[src/common/low_power_pkg.sv]
package low_power_pkg;
    // register indices; the byte address is four times the index
    localparam logic [7:0] PWR_CTRL_IDX = 8'h87; // power control register
    localparam logic [7:0] MODE_STAT_IDX = 8'h88; // mode status register
    localparam int ADR_W = 10; // byte address width on the bus
    // field positions inside the power control register
    localparam int IDLE_BIT = 0; // idle request bit
    localparam int PD_BIT = 1; // power-down request bit
    localparam logic [7:0] PWR_CTRL_RST = 8'h00; // reset value
    localparam logic [7:0] PWR_CTRL_MASK = 8'hdf; // bit 5 reserved
    // field positions inside the mode status register
    localparam int STAT_IDLE_BIT = 0; // core sits in idle
    localparam int STAT_PD_BIT = 1; // core sits in power-down
    localparam int STAT_PEND_BIT = 2; // request waits for retire
    localparam int STAT_KBI_BIT = 3; // keypad level caught at entry

    // operating modes of the core
    typedef enum logic [1:0] {
        MODE_RUN,
        MODE_PEND,
        MODE_IDLE,
        MODE_PDOWN
    } mode_t;

    // wake sources from logic on the same clock
    typedef struct packed {
        logic enabled_irq; // any enabled interrupt pending
        logic ext_int_en; // external interrupt enable
        logic global_int_en; // global interrupt enable
        logic bod_irq; // brown-out interrupt
        logic wdt_irq; // watchdog interrupt
        logic kbi_en; // keypad interrupt enable
        logic hard_reset; // any reset other than software reset
    } wake_src_t;

    // clock and hold controls toward the clock generator
    typedef struct packed {
        logic cpu_clk_en; // cpu clock runs
        logic periph_clk_en; // peripheral clocks run
        logic flash_en; // flash memory active
        logic pins_hold; // port pins frozen at their levels
    } clk_ctl_t;
endpackage : low_power_pkg

[src/verilog/low_power_mode_control.sv]
// Chosen here: the Wishbone slave port.
`timescale 1ns/10ps
module low_power_mode_control #(
    parameter int KBI_WIDTH = 8 // keypad pin count
) (
    input wire logic sys_clk, // 250 MHz system clock
    input wire logic nrst, // asynchronous reset, active low
    input wire logic cyc_i, // wishbone cycle
    input wire logic stb_i, // wishbone strobe
    input wire logic we_i, // wishbone write
    input wire logic [low_power_pkg::ADR_W-1:0] adr_i, // byte address
    input wire logic [31:0] dat_i, // write data
    input wire logic [3:0] sel_i, // byte selects
    output logic [31:0] dat_o, // read data
    output logic ack_o, // wishbone acknowledge
    input wire logic instr_retire, // core finished current instruction
    input wire low_power_pkg::wake_src_t wake_src, // same-clock sources
    input wire logic ext_int_pin, // external interrupt pin, async
    input wire logic [KBI_WIDTH-1:0] kbi_pin, // keypad pins, async
    output low_power_pkg::clk_ctl_t clk_ctl, // clock controls
    output logic fetch_en, // core may fetch instructions
    output logic wdt_clear, // one-cycle watchdog counter clear
    output logic wake_service, // one-cycle: take waking interrupt
    output logic core_reinit // one-cycle: restart from address zero
);

    ////////////////////////////////////////////////////////////////////////
    // parameter check at elaboration; the status view and the keypad
    // capture are sized for at most one byte of pins
    if (KBI_WIDTH < 1 || KBI_WIDTH > 8) begin : g_bad_width
        $error("KBI_WIDTH must lie between 1 and 8");
    end

    ////////////////////////////////////////////////////////////////////////
    // declarations
    low_power_pkg::mode_t mode; // current mode
    logic [7:0] power_control_reg; // software view of control bits
    logic [1:0] ext_sync; // external pin synchroniser
    logic [KBI_WIDTH-1:0] kbi_meta; // keypad first stage
    logic [KBI_WIDTH-1:0] kbi_sync; // keypad second stage
    logic [KBI_WIDTH-1:0] kbi_entry; // keypad levels at entry
    logic [KBI_WIDTH-1:0] kbi_edge; // per-pin opposite edge seen
    logic bus_req; // access presented on the bus
    logic wr_fire; // write takes effect this edge
    logic hit_ctrl; // control register addressed
    logic hit_stat; // status register addressed
    logic enter_req; // written byte asks for a low-power mode
    logic idle_wake; // a source ends idle
    logic pd_wake; // a source ends power-down
    logic go_low; // pending request now takes effect

    ////////////////////////////////////////////////////////////////////////
    // bus decode; the byte address is the index shifted by two
    assign bus_req = cyc_i & stb_i;
    assign wr_fire = bus_req & we_i & ack_o & sel_i[0];

    always_comb begin
        hit_ctrl = 1'b0;
        hit_stat = 1'b0;
        if (adr_i == {low_power_pkg::PWR_CTRL_IDX, 2'b00}) begin
            hit_ctrl = 1'b1; // power control register
        end else if (adr_i == {low_power_pkg::MODE_STAT_IDX, 2'b00}) begin
            hit_stat = 1'b1; // mode status register
        end
    end

    // write of one to either request bit starts a low-power entry
    assign enter_req = wr_fire & hit_ctrl &
        (dat_i[low_power_pkg::IDLE_BIT] | dat_i[low_power_pkg::PD_BIT]);

    // ack one cycle after the request, dropped the cycle after it was given
    always_ff @(posedge sys_clk or negedge nrst) begin
        if (!nrst) begin
            ack_o <= 1'b0;
        end else begin
            ack_o <= bus_req & ~ack_o;
        end
    end

    // read data is captured as ack rises; unmapped words read zero
    always_ff @(posedge sys_clk or negedge nrst) begin
        if (!nrst) begin
            dat_o <= 32'h0000_0000;
        end else if (bus_req & ~ack_o) begin
            if (hit_ctrl) begin
                dat_o <= {24'h00_0000,
                    power_control_reg & low_power_pkg::PWR_CTRL_MASK};
            end else if (hit_stat) begin
                dat_o <= 32'h0000_0000;
                dat_o[low_power_pkg::STAT_IDLE_BIT] <=
                    (mode == low_power_pkg::MODE_IDLE);
                dat_o[low_power_pkg::STAT_PD_BIT] <=
                    (mode == low_power_pkg::MODE_PDOWN);
                dat_o[low_power_pkg::STAT_PEND_BIT] <=
                    (mode == low_power_pkg::MODE_PEND);
                dat_o[low_power_pkg::STAT_KBI_BIT] <= kbi_entry[0];
            end else begin
                dat_o <= 32'h0000_0000;
            end
        end
    end

    ////////////////////////////////////////////////////////////////////////
    // pin synchronisers; first stage feeds only the second
    always_ff @(posedge sys_clk or negedge nrst) begin
        if (!nrst) begin
            ext_sync <= 2'b00;
            kbi_meta <= '0;
            kbi_sync <= '0;
        end else begin
            ext_sync <= {ext_sync[0], ext_int_pin};
            kbi_meta <= kbi_pin;
            kbi_sync <= kbi_meta;
        end
    end

    // keypad level caught as idle or power-down begins, so the wake edge is known
    always_ff @(posedge sys_clk or negedge nrst) begin
        if (!nrst) begin
            kbi_entry <= '0;
        end else if (go_low) begin
            kbi_entry <= kbi_sync;
        end
    end

    // per pin: low at entry wakes on rise, high at entry wakes on fall
    for (genvar k = 0; k < KBI_WIDTH; k++) begin : g_kbi
        assign kbi_edge[k] = kbi_sync[k] ^ kbi_entry[k];
    end

    ////////////////////////////////////////////////////////////////////////
    // wake conditions
    // peripherals keep clocking in idle, so any enabled interrupt ends it
    assign idle_wake = wake_src.enabled_irq |
        wake_src.hard_reset;

    // in power-down only pin, brown-out, watchdog, keypad or reset wake;
    // the pin is honoured only with its own and the global enable
    assign pd_wake = (ext_sync[1] & wake_src.ext_int_en &
        wake_src.global_int_en) |
        wake_src.bod_irq | wake_src.wdt_irq |
        (wake_src.kbi_en & (|kbi_edge)) |
        wake_src.hard_reset;

    // entry only once the writing instruction has retired
    assign go_low = (mode == low_power_pkg::MODE_PEND) & instr_retire;

    ////////////////////////////////////////////////////////////////////////
    // mode sequencer
    always_ff @(posedge sys_clk or negedge nrst) begin
        if (!nrst) begin
            mode <= low_power_pkg::MODE_RUN;
        end else begin
            case (mode)
                low_power_pkg::MODE_RUN: begin
                    if (enter_req) begin
                        mode <= low_power_pkg::MODE_PEND;
                    end
                end
                low_power_pkg::MODE_PEND: begin
                    if (instr_retire) begin
                        // power-down wins when both bits are set
                        if (power_control_reg[low_power_pkg::PD_BIT]) begin
                            mode <= low_power_pkg::MODE_PDOWN;
                        end else begin
                            mode <= low_power_pkg::MODE_IDLE;
                        end
                    end
                end
                low_power_pkg::MODE_IDLE: begin
                    if (idle_wake) begin
                        mode <= low_power_pkg::MODE_RUN;
                    end
                end
                low_power_pkg::MODE_PDOWN: begin
                    // back to run, never to idle
                    if (pd_wake) begin
                        mode <= low_power_pkg::MODE_RUN;
                    end
                end
                default: begin
                    mode <= low_power_pkg::MODE_RUN;
                end
            endcase
        end
    end

    ////////////////////////////////////////////////////////////////////////
    // power control register; hardware clears the request bits on wake.
    // the core is stopped while a mode lasts, so no write meets a clear.
    always_ff @(posedge sys_clk or negedge nrst) begin
        if (!nrst) begin
            power_control_reg <= low_power_pkg::PWR_CTRL_RST;
        end else if (mode == low_power_pkg::MODE_PDOWN && pd_wake) begin
            power_control_reg[low_power_pkg::PD_BIT] <= 1'b0;
            power_control_reg[low_power_pkg::IDLE_BIT] <= 1'b0;
        end else if (mode == low_power_pkg::MODE_IDLE && idle_wake) begin
            power_control_reg[low_power_pkg::IDLE_BIT] <= 1'b0;
        end else if (wr_fire && hit_ctrl) begin
            power_control_reg <= dat_i[7:0] & low_power_pkg::PWR_CTRL_MASK;
        end
    end

    ////////////////////////////////////////////////////////////////////////
    // event pulses toward watchdog and core
    always_ff @(posedge sys_clk or negedge nrst) begin
        if (!nrst) begin
            wdt_clear <= 1'b0;
            wake_service <= 1'b0;
            core_reinit <= 1'b0;
        end else begin
            // cleared both on entry and on wake, so no stray timeout
            wdt_clear <= go_low |
                (mode == low_power_pkg::MODE_IDLE && idle_wake) |
                (mode == low_power_pkg::MODE_PDOWN && pd_wake);
            // a reset wake restarts the core instead of servicing
            wake_service <= ~wake_src.hard_reset &
                ((mode == low_power_pkg::MODE_IDLE && idle_wake) |
                (mode == low_power_pkg::MODE_PDOWN && pd_wake));
            core_reinit <= wake_src.hard_reset &
                (mode == low_power_pkg::MODE_IDLE ||
                mode == low_power_pkg::MODE_PDOWN);
        end
    end

    ////////////////////////////////////////////////////////////////////////
    // clock controls; cpu clock drops in the very retire cycle so the
    // next instruction cannot start
    always_comb begin
        clk_ctl.cpu_clk_en = (mode == low_power_pkg::MODE_RUN) |
            ((mode == low_power_pkg::MODE_PEND) & ~instr_retire);
        clk_ctl.periph_clk_en = (mode != low_power_pkg::MODE_PDOWN);
        clk_ctl.flash_en = (mode != low_power_pkg::MODE_PDOWN);
        clk_ctl.pins_hold = (mode == low_power_pkg::MODE_IDLE) |
            (mode == low_power_pkg::MODE_PDOWN);
        fetch_en = clk_ctl.cpu_clk_en;
    end

    ////////////////////////////////////////////////////////////////////////
    // assertions
    AST_ENTRY_WAITS:
        assert property (@(posedge sys_clk) disable iff (!nrst)
        mode == low_power_pkg::MODE_PEND && !instr_retire
        |=> mode == low_power_pkg::MODE_PEND)
        else $error("low-power entry before retire");

    AST_IDLE_ENTRY:
        assert property (@(posedge sys_clk) disable iff (!nrst)
        go_low && !power_control_reg[low_power_pkg::PD_BIT]
        |=> mode == low_power_pkg::MODE_IDLE && !clk_ctl.cpu_clk_en
        && clk_ctl.periph_clk_en)
        else $error("idle entry wrong");

    AST_PD_WINS:
        assert property (@(posedge sys_clk) disable iff (!nrst)
        go_low && power_control_reg[low_power_pkg::PD_BIT]
        |=> mode == low_power_pkg::MODE_PDOWN && !clk_ctl.periph_clk_en
        && !clk_ctl.flash_en)
        else $error("power-down entry wrong");

    // a second clear right after entry is only legal as an immediate wake
    AST_WDT_ON_ENTRY:
        assert property (@(posedge sys_clk) disable iff (!nrst)
        go_low |=> wdt_clear
        ##1 (!wdt_clear || wake_service || core_reinit))
        else $error("watchdog not cleared on entry");

    AST_IDLE_WAKE:
        assert property (@(posedge sys_clk) disable iff (!nrst)
        mode == low_power_pkg::MODE_IDLE && wake_src.enabled_irq
        && !wake_src.hard_reset
        |=> mode == low_power_pkg::MODE_RUN && wake_service && wdt_clear
        && !power_control_reg[low_power_pkg::IDLE_BIT])
        else $error("idle wake wrong");

    AST_PD_WAKE_CLEARS:
        assert property (@(posedge sys_clk)
        disable iff (!nrst)
        mode == low_power_pkg::MODE_PDOWN && pd_wake
        |=> mode == low_power_pkg::MODE_RUN
        && power_control_reg[1:0] == 2'b00)
        else $error("power-down wake left bits set");

    AST_PIN_NEEDS_EN:
        assert property (@(posedge sys_clk) disable iff (!nrst)
        mode == low_power_pkg::MODE_PDOWN && !wake_src.global_int_en
        && !wake_src.bod_irq && !wake_src.wdt_irq && !wake_src.hard_reset
        && !(wake_src.kbi_en && |kbi_edge)
        |=> mode == low_power_pkg::MODE_PDOWN)
        else $error("pin woke without global enable");

    AST_RESET_WAKE:
        assert property (@(posedge sys_clk) disable iff (!nrst)
        (mode == low_power_pkg::MODE_PDOWN ||
        mode == low_power_pkg::MODE_IDLE) && wake_src.hard_reset
        |=> core_reinit && !wake_service
        && mode == low_power_pkg::MODE_RUN)
        else $error("reset did not end low-power mode");

    AST_KBI_EDGE:
        assert property (@(posedge sys_clk) disable iff (!nrst)
        mode == low_power_pkg::MODE_PDOWN && wake_src.kbi_en
        && $changed(kbi_sync[0]) && kbi_sync[0] != kbi_entry[0]
        |=> mode == low_power_pkg::MODE_RUN)
        else $error("keypad edge did not wake");

    AST_HOLD_PINS:
        assert property (@(posedge sys_clk) disable iff (!nrst)
        mode == low_power_pkg::MODE_IDLE
        |-> clk_ctl.pins_hold && !fetch_en)
        else $error("pins or fetch not frozen");

    COV_IDLE_CYCLE: cover property (@(posedge sys_clk) disable iff (!nrst)
        mode == low_power_pkg::MODE_IDLE ##1 mode == low_power_pkg::MODE_RUN);
    COV_PD_PIN: cover property (@(posedge sys_clk) disable iff (!nrst)
        mode == low_power_pkg::MODE_PDOWN && ext_sync[1]
        && wake_src.ext_int_en && wake_src.global_int_en);
    COV_PD_KBI: cover property (@(posedge sys_clk) disable iff (!nrst)
        mode == low_power_pkg::MODE_PDOWN && wake_src.kbi_en && |kbi_edge);
    COV_RESET_WAKE: cover property (@(posedge sys_clk) disable iff (!nrst)
        core_reinit);

    // the retire cycle already stops the cpu clock, so nothing follows
    AST_RETIRE_STOPS:
        assert property (@(posedge sys_clk) disable iff (!nrst)
        go_low |-> !clk_ctl.cpu_clk_en && !fetch_en)
        else $error("cpu clock ran in retire cycle");

    // power-down stops every clock and the flash; pins keep their levels
    AST_PD_CLOCKS:
        assert property (@(posedge sys_clk) disable iff (!nrst)
        mode == low_power_pkg::MODE_PDOWN |-> !clk_ctl.cpu_clk_en
        && !clk_ctl.periph_clk_en && !clk_ctl.flash_en
        && clk_ctl.pins_hold)
        else $error("power-down clocks wrong");

    // idle stops only the cpu; timers and serial port keep clocking
    AST_IDLE_CLOCKS:
        assert property (@(posedge sys_clk) disable iff (!nrst)
        mode == low_power_pkg::MODE_IDLE |-> !clk_ctl.cpu_clk_en
        && clk_ctl.periph_clk_en && clk_ctl.flash_en)
        else $error("idle clocks wrong");

    // every wake clears the watchdog counter, so no stray timeout follows
    AST_WDT_ON_WAKE:
        assert property (@(posedge sys_clk) disable iff (!nrst)
        ((mode == low_power_pkg::MODE_IDLE && idle_wake) ||
        (mode == low_power_pkg::MODE_PDOWN && pd_wake))
        |=> wdt_clear)
        else $error("watchdog not cleared on wake");

    // an enabled interrupt alone never ends power-down
    AST_PD_IGNORES_IRQ:
        assert property (@(posedge sys_clk) disable iff (!nrst)
        mode == low_power_pkg::MODE_PDOWN && wake_src.enabled_irq
        && !ext_sync[1] && !wake_src.bod_irq && !wake_src.wdt_irq
        && !wake_src.hard_reset && !(wake_src.kbi_en && |kbi_edge)
        |=> mode == low_power_pkg::MODE_PDOWN)
        else $error("interrupt ended power-down");

    // keypad levels are caught at the entry edge
    AST_KBI_CAPTURE:
        assert property (@(posedge sys_clk) disable iff (!nrst)
        go_low |=> kbi_entry == $past(kbi_sync))
        else $error("keypad entry level not caught");

    // the service pulse only follows a wake from a low-power mode
    AST_SERVICE_ON_WAKE:
        assert property (@(posedge sys_clk) disable iff (!nrst)
        wake_service |-> $past(mode) != low_power_pkg::MODE_RUN
        && mode == low_power_pkg::MODE_RUN)
        else $error("service pulse without wake");

endmodule : low_power_mode_control

[config.mk]
export PLATFORM = sky130hd
export DESIGN_NAME = low_power_mode_control
export DESIGN_NICKNAME = d
export VERILOG_FILES = /design/src/common/low_power_pkg.sv /design/src/verilog/low_power_mode_control.sv
export SDC_FILE = /design/constraint.sdc
export NUM_CORES = 1
export LEC_CHECK = 0
export ABC_CLOCK_PERIOD_IN_PS = 2000
export BUFFER_PORTS_ARGS = -buffer_cell sky130_fd_sc_hd__buf_4
export CAP_MARGIN = 20
export CORE_ASPECT_RATIO = 1.1
export CORE_UTILIZATION = 44
export CTS_BUF_LIST = sky130_fd_sc_hd__clkbuf_16
export DETAILED_ROUTE_END_ITERATION = 7
export PLACE_DENSITY = 0.8
export SLEW_MARGIN = 5
export SYNTH_ARGS = -nofsm -noshare
export SYNTH_HDL_FRONTEND = slang
export SYNTH_SLANG_ARGS = --single-unit
[constraint.sdc]
create_clock -name sys_clk -period 2 [get_ports sys_clk]
set_clock_uncertainty 0.1 [all_clocks]
set_input_delay 0 -clock sys_clk [delete_from_list [all_inputs] [get_ports sys_clk]]
set_output_delay 0 -clock sys_clk [all_outputs]
set_load 0.1 [all_outputs]
==> results of run 1 <==
per-stage QoR:
step,utilization [%],setup WS (ns)
final,64.6,0.161
after global routing,64.6,0.0546
after floorplan,-,0.0565
after global placement,55.7,0.280
after detailed placement,55.7,0.260
after CTS,64.6,0.204
repair_timing:
| item | 4_1_cts | 5_1_grt |
|---|---|---|
| setup endpoints to repair | 0 | 0 |
| hold buffers | 22 | 0 |
| resized for setup | 0 | 0 |
| endpoints found under the hold margin | 66 | 0 |
| setup buffers | 0 | 0 |
worst max-delay path, stage by stage:
cell           delay, ns
dlygate4sd3_1       0.55
buf_4               0.16
nor4_1              0.39
dlygate4sd3_1       0.60
nand2_1             0.06
o21ai_0             0.17
logic make-up after synthesis:
kind of cell,count (synthesis)
and+or+nand+nor,67
DFF,46
buffers and inverters,36
AOI/OAI and AO/OA,20
xor gates and xnor gates,8
muxes,7
other,1
layer usage:
metal / part of all wire [%] / routed length, µm / global-route usage [%]
met5: 0 / 0 / 0
met4: 0.91 / 34 / 8.04
met3: 5.3 / 196 / 2.34
met2: 54 / 2000 / 29.6
met1: 40 / 1500 / 19.4
final cells by class:
cell class              count  area (µm²)
multi-input cells         127         732
clock buffers               5         125
fillers                   339        1540
inverters                   5        18.8
repair buffers             82         671
well taps                  54        67.6
clock inverters             3        43.8
flip-flops and latches     46        1150
power breakdown:
part | switching [µW] | internal [µW] | leakage (µW)
logic | 369 | 115 | 0.000725
registers | 17.8 | 965 | 0.000590
clock network | 322 | 590 | 0.0000842
total | 709 | 1670 | 0.00140
worst paths after layout:
kind / from / to / depth (start not counted)
min in group asynchronous: nrst / kbi_sync[4] / 2
max reg2reg: ext_sync[1] / mode[0] / 5
max: wake_src[0] / mode[0] / 6
min: stb_i / ack_o / 4
max in group asynchronous: nrst / ack_o / 2
min reg2reg: kbi_meta[4] / kbi_sync[4] / 0
cell usage after synthesis, drive strengths merged, types with 2 or more instances:
master	n	area share, %
nor2	14	2.6
nor3b	3	1.4
and3	2	0.62
buf	28	11
dfrtp	46	57
nand2	27	5.0
a21oi	10	2.5
mux2i	2	0.99
nand4	2	0.62
o21ai	6	1.7
xnor2	8	3.5
inv	4	0.74
nand3	6	1.5
mux2	5	2.8
nor4b	2	1.6
nor3	2	0.49
clkbuf	3	0.62
or2	2	0.62
cells in the final DEF, fill, tap and decap left out, types with 5 or more instances in the layout:
cell / n
buf_4: 60
dfrtp_1: 45
nand2_1: 26
conb_1: 25
dlygate4sd3_1: 22
nor2_1: 14
a21oi_1: 9
xnor2_1: 8
nand3_1: 6
o21ai_0: 5
mux2_2: 5
clkbuf_16: 5
==> results.toml, run 1 <==
[detailed_routing]
vias = 1472
ant_nets = 0
drt-initial-drc-count = 34
wire_per_inst_um = 11.6
firstDrtPassIters = 4
drc_errors = 0
finalWirelength_mm = 3.73
via_per_inst = 4.57

[sta]
slew_headroom_pct = 62.6
setup_viol = 0
hold_viol_final = 0
rsz0062_at_grt = "no"
drv_slew = 0
min_period_ns = 1.84
max_freq_ghz = 0.544
worst_pin_slew_ns = 0.561
setup_tns_ns = 0
min_period_over_period_pct = 91.9
hold_ws_ns = 0.0618

[floorplan]
num_rows = 25
io_pins = 109
fp.dieW_um = 66.7
dieArea_um2 = 4880
fp.dieH_um = 73.2
coreArea_um2 = 4350
start_util_pct = 46.6

[finish]
drive_gt1_share_pct = 31.3
design_area_um2 = 2810
finalNonFillerCells = 322
final_nets = 335
diodes = 0
reg.largest.list = "kbi_entry x8, kbi_meta x8, kbi_sync x8"
area_delta_synth_final_pct = 38.6

[pwr]
ir_drop_uv = 699
cellPowerDensity_nw_per_um2 = 847
design_power_total_uw = 2380
p_leak_uw = 0.00140

[synthesis]
ys_types = 36
synth_compound_area_share_pct = 6.73
synth_flop_cell = "dfrtp_1"
synth_edf_count = 0
synth_mux_area_share_pct = 3.77
async_reset_ff_share_pct = 100
synthSimpleGateAreaFrac_pct = 17.0
synth-seq-cells = 46
yosys_warnings = 0
synth_top_family_by_area = "simple AND/OR/NAND/NOR gates"
synth_xor_area_share_pct = 3.46
ys_seq_area_share_pct = 56.8
synth_area_um2 = 2030
avgSynthCellArea_um2 = 11.0
synth_fa_ha_area_share_pct = 0
syn_inst = 185

[setup_path]
crit_path_end_kind = "flip-flop"
worst-path-max-fanout = 5
worstPathRequired_ns = 2.09
r2r_slack_ns = 0.16
worstPathArrival_ns = 1.93
path_class = "in2reg"
start_kind = "input port"

[place]
gp_congestion = 0.784
place_inst = 292
hpwl_mm = 2.68
io_buffers = 55
placed_area_um2 = 2420

[clocking]
cts_tree = "done"
cts_max_path_buffers = 2
numCtsBuffers = 5
cts_htree_levels = 2
path_clk_slew_ns = 0.06
cts.sinks = 46
insertion_delay_ns = 0.28
root_buffer = "clkbuf_16"

[grt]
grt_pass1_vias = 1423
gr-total-overflow = 0
grt_usage_pct = 16.6
grt_first_pass_wirelength_mm = 5.98
antenna_found_initial = 0
grt_max_degree = 47

[job]
drv_cap = 0

[status]
status = "completed"

[worst_hold_path]
min_path_type = "in2reg"
Note: power is estimated with default switching activity, not from simulation.
==> run 2: changes to the inputs <==
--- a/config.mk
+++ b/config.mk
@@ -5,14 +5,16 @@
 export SDC_FILE = /design/constraint.sdc
 export NUM_CORES = 1
 export LEC_CHECK = 0
+export ABC_AREA = 1
 export ABC_CLOCK_PERIOD_IN_PS = 2000
 export BUFFER_PORTS_ARGS = -buffer_cell sky130_fd_sc_hd__buf_4
 export CAP_MARGIN = 20
 export CORE_ASPECT_RATIO = 1.1
-export CORE_UTILIZATION = 44
+export CORE_UTILIZATION = 45
 export CTS_BUF_LIST = sky130_fd_sc_hd__clkbuf_16
 export DETAILED_ROUTE_END_ITERATION = 7
 export PLACE_DENSITY = 0.8
+export RECOVER_POWER = 50
 export SLEW_MARGIN = 5
 export SYNTH_ARGS = -nofsm -noshare
 export SYNTH_HDL_FRONTEND = slang
==> run 2 against run 1 <==
Net effect: core utilization down 2.3 points; sequential power up 19%; final cell count up 15%; critical path type unchanged.
==> results.toml, run 2 <==
[finish]
register_area_um2 = 1150
reg.largest.list = "kbi_entry x8, kbi_meta x8, kbi_sync x8"
multi_input_area_um2 = 795
layout_commonest_cell = "nand2_1"
area_delta_synth_final_pct = 33.2
design_area_um2 = 2880
finalNonFillerCells = 370
final_nets = 381
drive_gt1_share_pct = 26.8
diodes = 0
num-fill-cells = 387
layout_common_cells = "69 x nand2_1, 46 x dfrtp_1, 45 x buf_4"
finalCoreUtilization_pct = 62.3

[setup_path]
worstPathArrival_ns = 1.88
r2r-end = "mode[1]"
crit_start = "stb_i"
start_kind = "input port"
r2r-start = "kbi_entry[0]"
crit_path_end_kind = "flip-flop"
worstRegToRegCells = 10
r2r_slack_ns = 0.20
worstPathRequired_ns = 2.07
path_class = "in2reg"
worst-path-max-fanout = 9

[detailed_routing]
drc_errors = 0
ant_nets = 0
firstDrtPassIters = 4
vias = 1721
via_per_inst = 4.65
drt-initial-drc-count = 112
finalWirelength_mm = 4.13
wire_per_inst_um = 11.2

[synthesis]
synth_fa_ha_area_share_pct = 0
synth_top_area_share_pct = 53.3
ys_seq_area_share_pct = 53.3
synth_mux_area_share_pct = 1.56
synth_compound_area_share_pct = 3.82
avgSynthCellArea_um2 = 9.12
synth_flop_cell = "dfrtp_1"
yosys_warnings = 0
synth_most_common_cell = "nand2_1"
synthTopCellsByCount = "70 x nand2_1, 46 x dfrtp_1, 27 x buf_4"
synthSimpleGateAreaFrac_pct = 25.5
synth_area_leaders = "dfrtp_1 53%, nand2_1 12%, buf_4 9.4%"
synth_largest_area_cell = "dfrtp_1"
synth-seq-cells = 46
async_reset_ff_share_pct = 100
synth_top_family_by_area = "simple AND/OR/NAND/NOR gates"
syn_inst = 237
synth_area_um2 = 2160
ys_types = 30
synth_xor_area_share_pct = 1.22
synth_edf_count = 0

[worst_hold_path]
min_path_type = "in2reg"
hold_depth = 6
hold_end = "dat_o[4]"
worstHoldStart = "adr_i[6]"

[grt]
grt_pass1_vias = 1574
grt_max_degree = 47
gr-total-overflow = 0
grt_first_pass_wirelength_mm = 6.64
grt_usage_pct = 17.6
antenna_found_initial = 0

[sta]
rsz0062_at_grt = "no"
min_period_over_period_pct = 90.4
drv_slew = 0
worst_pin_slew_ns = 1.09
min_period_ns = 1.81
max_freq_ghz = 0.553
setup_tns_ns = 0
hold_viol_final = 0
slew_headroom_pct = 27.4
hold_ws_ns = 0.0247
setup_viol = 0

[pwr]
cellPowerDensity_nw_per_um2 = 1160
ir_drop_uv = 783
combPwrFrac_pct = 39.9
pwr-share-seq_pct = 35.1
power_switching_uw = 1460
swShare_pct = 43.8
power_frac_clock_pct = 25.0
p_int_uw = 1880
p_leak_uw = 0.00152

[clocking]
cts_tree = "done"
cts_max_path_buffers = 2
root_buffer = "clkbuf_16"
numCtsBuffers = 5
cts.sinks = 46
cts_htree_levels = 2
insertion_delay_ns = 0.28
path_clk_slew_ns = 0.07

[job]
drv_cap = 0

[status]
status = "completed"

[floorplan]
fp.dieW_um = 68.1
fp.dieH_um = 74.7
start_util_pct = 46.8
dieArea_um2 = 5080
num_rows = 26
io_pins = 109
coreArea_um2 = 4620

[place]
io_buffers = 55
hpwl_mm = 2.94
placed_area_um2 = 2510
place_inst = 340
gp_congestion = 0.778
run 2: timing repair:
action / in CTS / in global routing
resized for setup: 0 / 1
hold buffers: 22 / 0
setup endpoints to repair: 0 / 1
endpoints found under the hold margin: 66 / 0
buffers inserted: 0 / 0
run 2: kinds of logic (layout without fill, tap and decap cells):
group                  after synthesis  in the layout
flip-flops                          46             46
multiplexers                         3              3
XOR/XNOR                             3              3
AO/OA/AOI/OAI                       15             15
buffers and inverters               52            105
other                                1             25
AND/OR/NAND/NOR                    117            117
run 2: cell type report:
type,instances,area share [%]
timing repair buffer,77,21.9
tap,56,2.43
inverter,20,2.78
clock buffer,5,4.35
multi-input combinational,163,27.6
clock inverter,3,0.913
sequential,46,40.0
run 2: critical path, cell delays in order:
cell and delay (ns):
dlygate4sd3_1 0.53, buf_4 0.10, nand2_1 0.05, dlygate4sd3_1 0.57, nor2_2 0.27, inv_1 0.19
nand2_1 0.10, nand2_1 0.06
run 2: how the worst max path moves through the flow:
stage and end:
2_1_floorplan power_control_reg[1], 3_3_place_gp power_control_reg[4], 4_1_cts mode[1], 6_report dat_o[1], 3_5_place_dp power_control_reg[3], 5_1_grt dat_o[1]
run 2: through the flow:
step / setup slack (ns) / total power, µW
2_1_floorplan: 0.0415 / 2280
3_3_place_gp: 0.431 / 2430
3_5_place_dp: 0.356 / 2470
4_1_cts: 0.123 / 3360
5_1_grt: 0.0672 / 3510
6_report: 0.192 / 3340
run 2: power groups by stage:
stage	clock network [µW]	logic (µW)	registers (µW)
2_1_floorplan	0	986	1300
3_3_place_gp	0	1260	1180
3_5_place_dp	0	1280	1190
4_1_cts	855	1330	1170
5_1_grt	901	1420	1190
6_report	834	1330	1170
run 2: layer usage:
metal | global-route usage (%) | vias up | share of wire [%]
met1 | 21.0 | 818 | 42
met2 | 30.8 | 55 | 53
met5 | 0 | - | 0
met4 | 6.25 | 0 | 0.80
met3 | 3.94 | 4 | 4.6
li1 | - | 844 | -
==> run 3: changes to the inputs <==
--- a/config.mk
+++ b/config.mk
@@ -11,7 +11,7 @@
 export CAP_MARGIN = 20
 export CORE_ASPECT_RATIO = 1.1
 export CORE_UTILIZATION = 45
-export CTS_BUF_LIST = sky130_fd_sc_hd__clkbuf_16
+export CTS_BUF_LIST = sky130_fd_sc_hd__clkbuf_8 sky130_fd_sc_hd__clkbuf_16
 export DETAILED_ROUTE_END_ITERATION = 7
 export PLACE_DENSITY = 0.8
 export RECOVER_POWER = 50
==> run 3 against run 2 <==
Net effect: design area fell by 0.91%; sequential power barely moved; critical path type unchanged; highest routed layer unchanged; via count barely moved.
==> results.toml, run 3 (same netlist as run 2, synthesis figures left out) <==
[clocking]
cts_setup_buffers = 0
insertion_delay_ns = 0.30
path_clk_slew_ns = 0.09
root_buffer = "clkbuf_8"
cts.sinks = 46
cts_htree_levels = 2
cts_tree = "done"
cts_max_path_buffers = 2
numCtsBuffers = 5

[detailed_routing]
via_per_inst = 4.62
drc_errors = 0
wire_per_inst_um = 11.5
drt-initial-drc-count = 91
vias = 1722
finalWirelength_mm = 4.30
ant_nets = 0
firstDrtPassIters = 4

[grt]
grt_max_degree = 47
grt_usage_pct = 18.1
gr-total-overflow = 0
grt_pass1_vias = 1592
grt_first_pass_wirelength_mm = 6.80
antenna_found_initial = 0

[sta]
rsz0062_at_grt = "no"
min_period_ns = 1.88
hold_viol_final = 0
setup_tns_ns = 0
setup_viol = 0
worst_pin_slew_ns = 1.09
slew_headroom_pct = 27.2
drv_slew = 0
max_freq_ghz = 0.533
min_period_over_period_pct = 93.8

[setup_path]
worstPathArrival_ns = 1.97
worstRegToRegCells = 10
r2r-start = "kbi_entry[0]"
start_kind = "input port"
worst-path-max-fanout = 9
crit_path_end_kind = "flip-flop"
r2r_slack_ns = 0.20
path_class = "in2reg"
r2r-end = "mode[1]"
worstPathRequired_ns = 2.09

[worst_hold_path]
worstHoldStart = "adr_i[7]"
hold_depth = 6
min_path_type = "in2reg"
hold_end = "dat_o[7]"

[finish]
diodes = 0
layout_commonest_cell = "nand2_1"
area_delta_synth_final_pct = 32.0
final_nets = 384
drive_gt1_share_pct = 26.5
reg.largest.list = "kbi_entry x8, kbi_meta x8, kbi_sync x8"
layout_common_cells = "69 x nand2_1, 46 x dfrtp_1, 45 x buf_4"
finalCoreUtilization_pct = 61.7

[pwr]
power_switching_uw = 1440
ir_drop_uv = 810
combPwrFrac_pct = 43.0
p_int_uw = 1660
cellPowerDensity_nw_per_um2 = 1090
power_frac_clock_pct = 19.2
pwr-share-seq_pct = 37.7
p_leak_uw = 0.00151
swShare_pct = 46.4

[status]
status = "completed"

[place]
hpwl_mm = 2.94
io_buffers = 55
gp_congestion = 0.778

[floorplan]
fp.dieW_um = 68.1
num_rows = 26
io_pins = 109
start_util_pct = 46.8
coreArea_um2 = 4620
dieArea_um2 = 5080
fp.dieH_um = 74.7

[job]
drv_cap = 0
==> run 3: cell types whose count changed in the layout (fill, tap and decap cells not counted) <==
cell	previous run	this run
dlygate4sd3_1	22	25
clkbuf_8	0	5
clkbuf_16	5	0
==> run 3: repair_timing <==
item | 4_1_cts | 5_1_grt
hold buffers | 25 | 0
gates resized for setup | 0 | 1
endpoints found under the hold margin | 67 | 0
setup endpoints to repair | 0 | 1
==> run 3: through the flow <==
step	cells	cell area [µm²]	setup WS [ns]	hold slack, ns	total power (µW)
6_report	373	2850	0.123	0.0124	3100
5_1_grt	373	2850	0.0441	0.0322	3270
4_1_cts	373	2850	0.119	0.00482	3110
3_5_place_dp	340	2510	0.356	-0.0688	2470
3_3_place_gp	340	2510	0.431	-0.0665	2430
2_1_floorplan	261	2250	0.0415	-0.396	2280
==> run 3: power groups by stage <==
| stage | registers, µW | logic, µW | clock network [µW] |
|---|---|---|---|
| after floorplan | 1300 | 986 | 0 |
| after global placement | 1180 | 1260 | 0 |
| after detailed placement | 1190 | 1280 | 0 |
| after CTS | 1170 | 1330 | 612 |
| after global routing | 1190 | 1430 | 652 |
| final | 1170 | 1330 | 596 |
==> run 3: worst max-delay path, stage by stage <==
cell           delay, ns
dlygate4sd3_1       0.53
buf_4               0.10
nand2_1             0.06
dlygate4sd3_1       0.60
nor2_2              0.29
inv_1               0.21
nand2_1             0.11
nand2_1             0.07
==> run 3: worst max path at each step <==
stage | startpoint | end | slack, ns | cells past startpoint
2_1_floorplan | mode[1] | power_control_reg[1] | 0.04 | 9
3_3_place_gp | mode[1] | power_control_reg[4] | 0.43 | 6
3_5_place_dp | mode[0] | power_control_reg[3] | 0.36 | 7
4_1_cts | mode[0] | mode[1] | 0.12 | 5
5_1_grt | stb_i | dat_o[1] | 0.04 | 8
6_report | stb_i | dat_o[1] | 0.12 | 8
==> run 3: routing by layer <==
layer	track usage, %	part of all wire (%)
met3	3.94	5.0
met4	7.41	1.9
met2	31.3	52
met5	0	0
met1	21.9	42
==> run 3: final cells by class <==
type	instances	area (µm²)
clock buffers	5	68.8
clock inverters	3	26.3
fillers	395	1770
inverters	20	80.1
multi-input cells	163	795
flip-flops and latches	46	1150
well taps	56	70.1
repair buffers	80	661
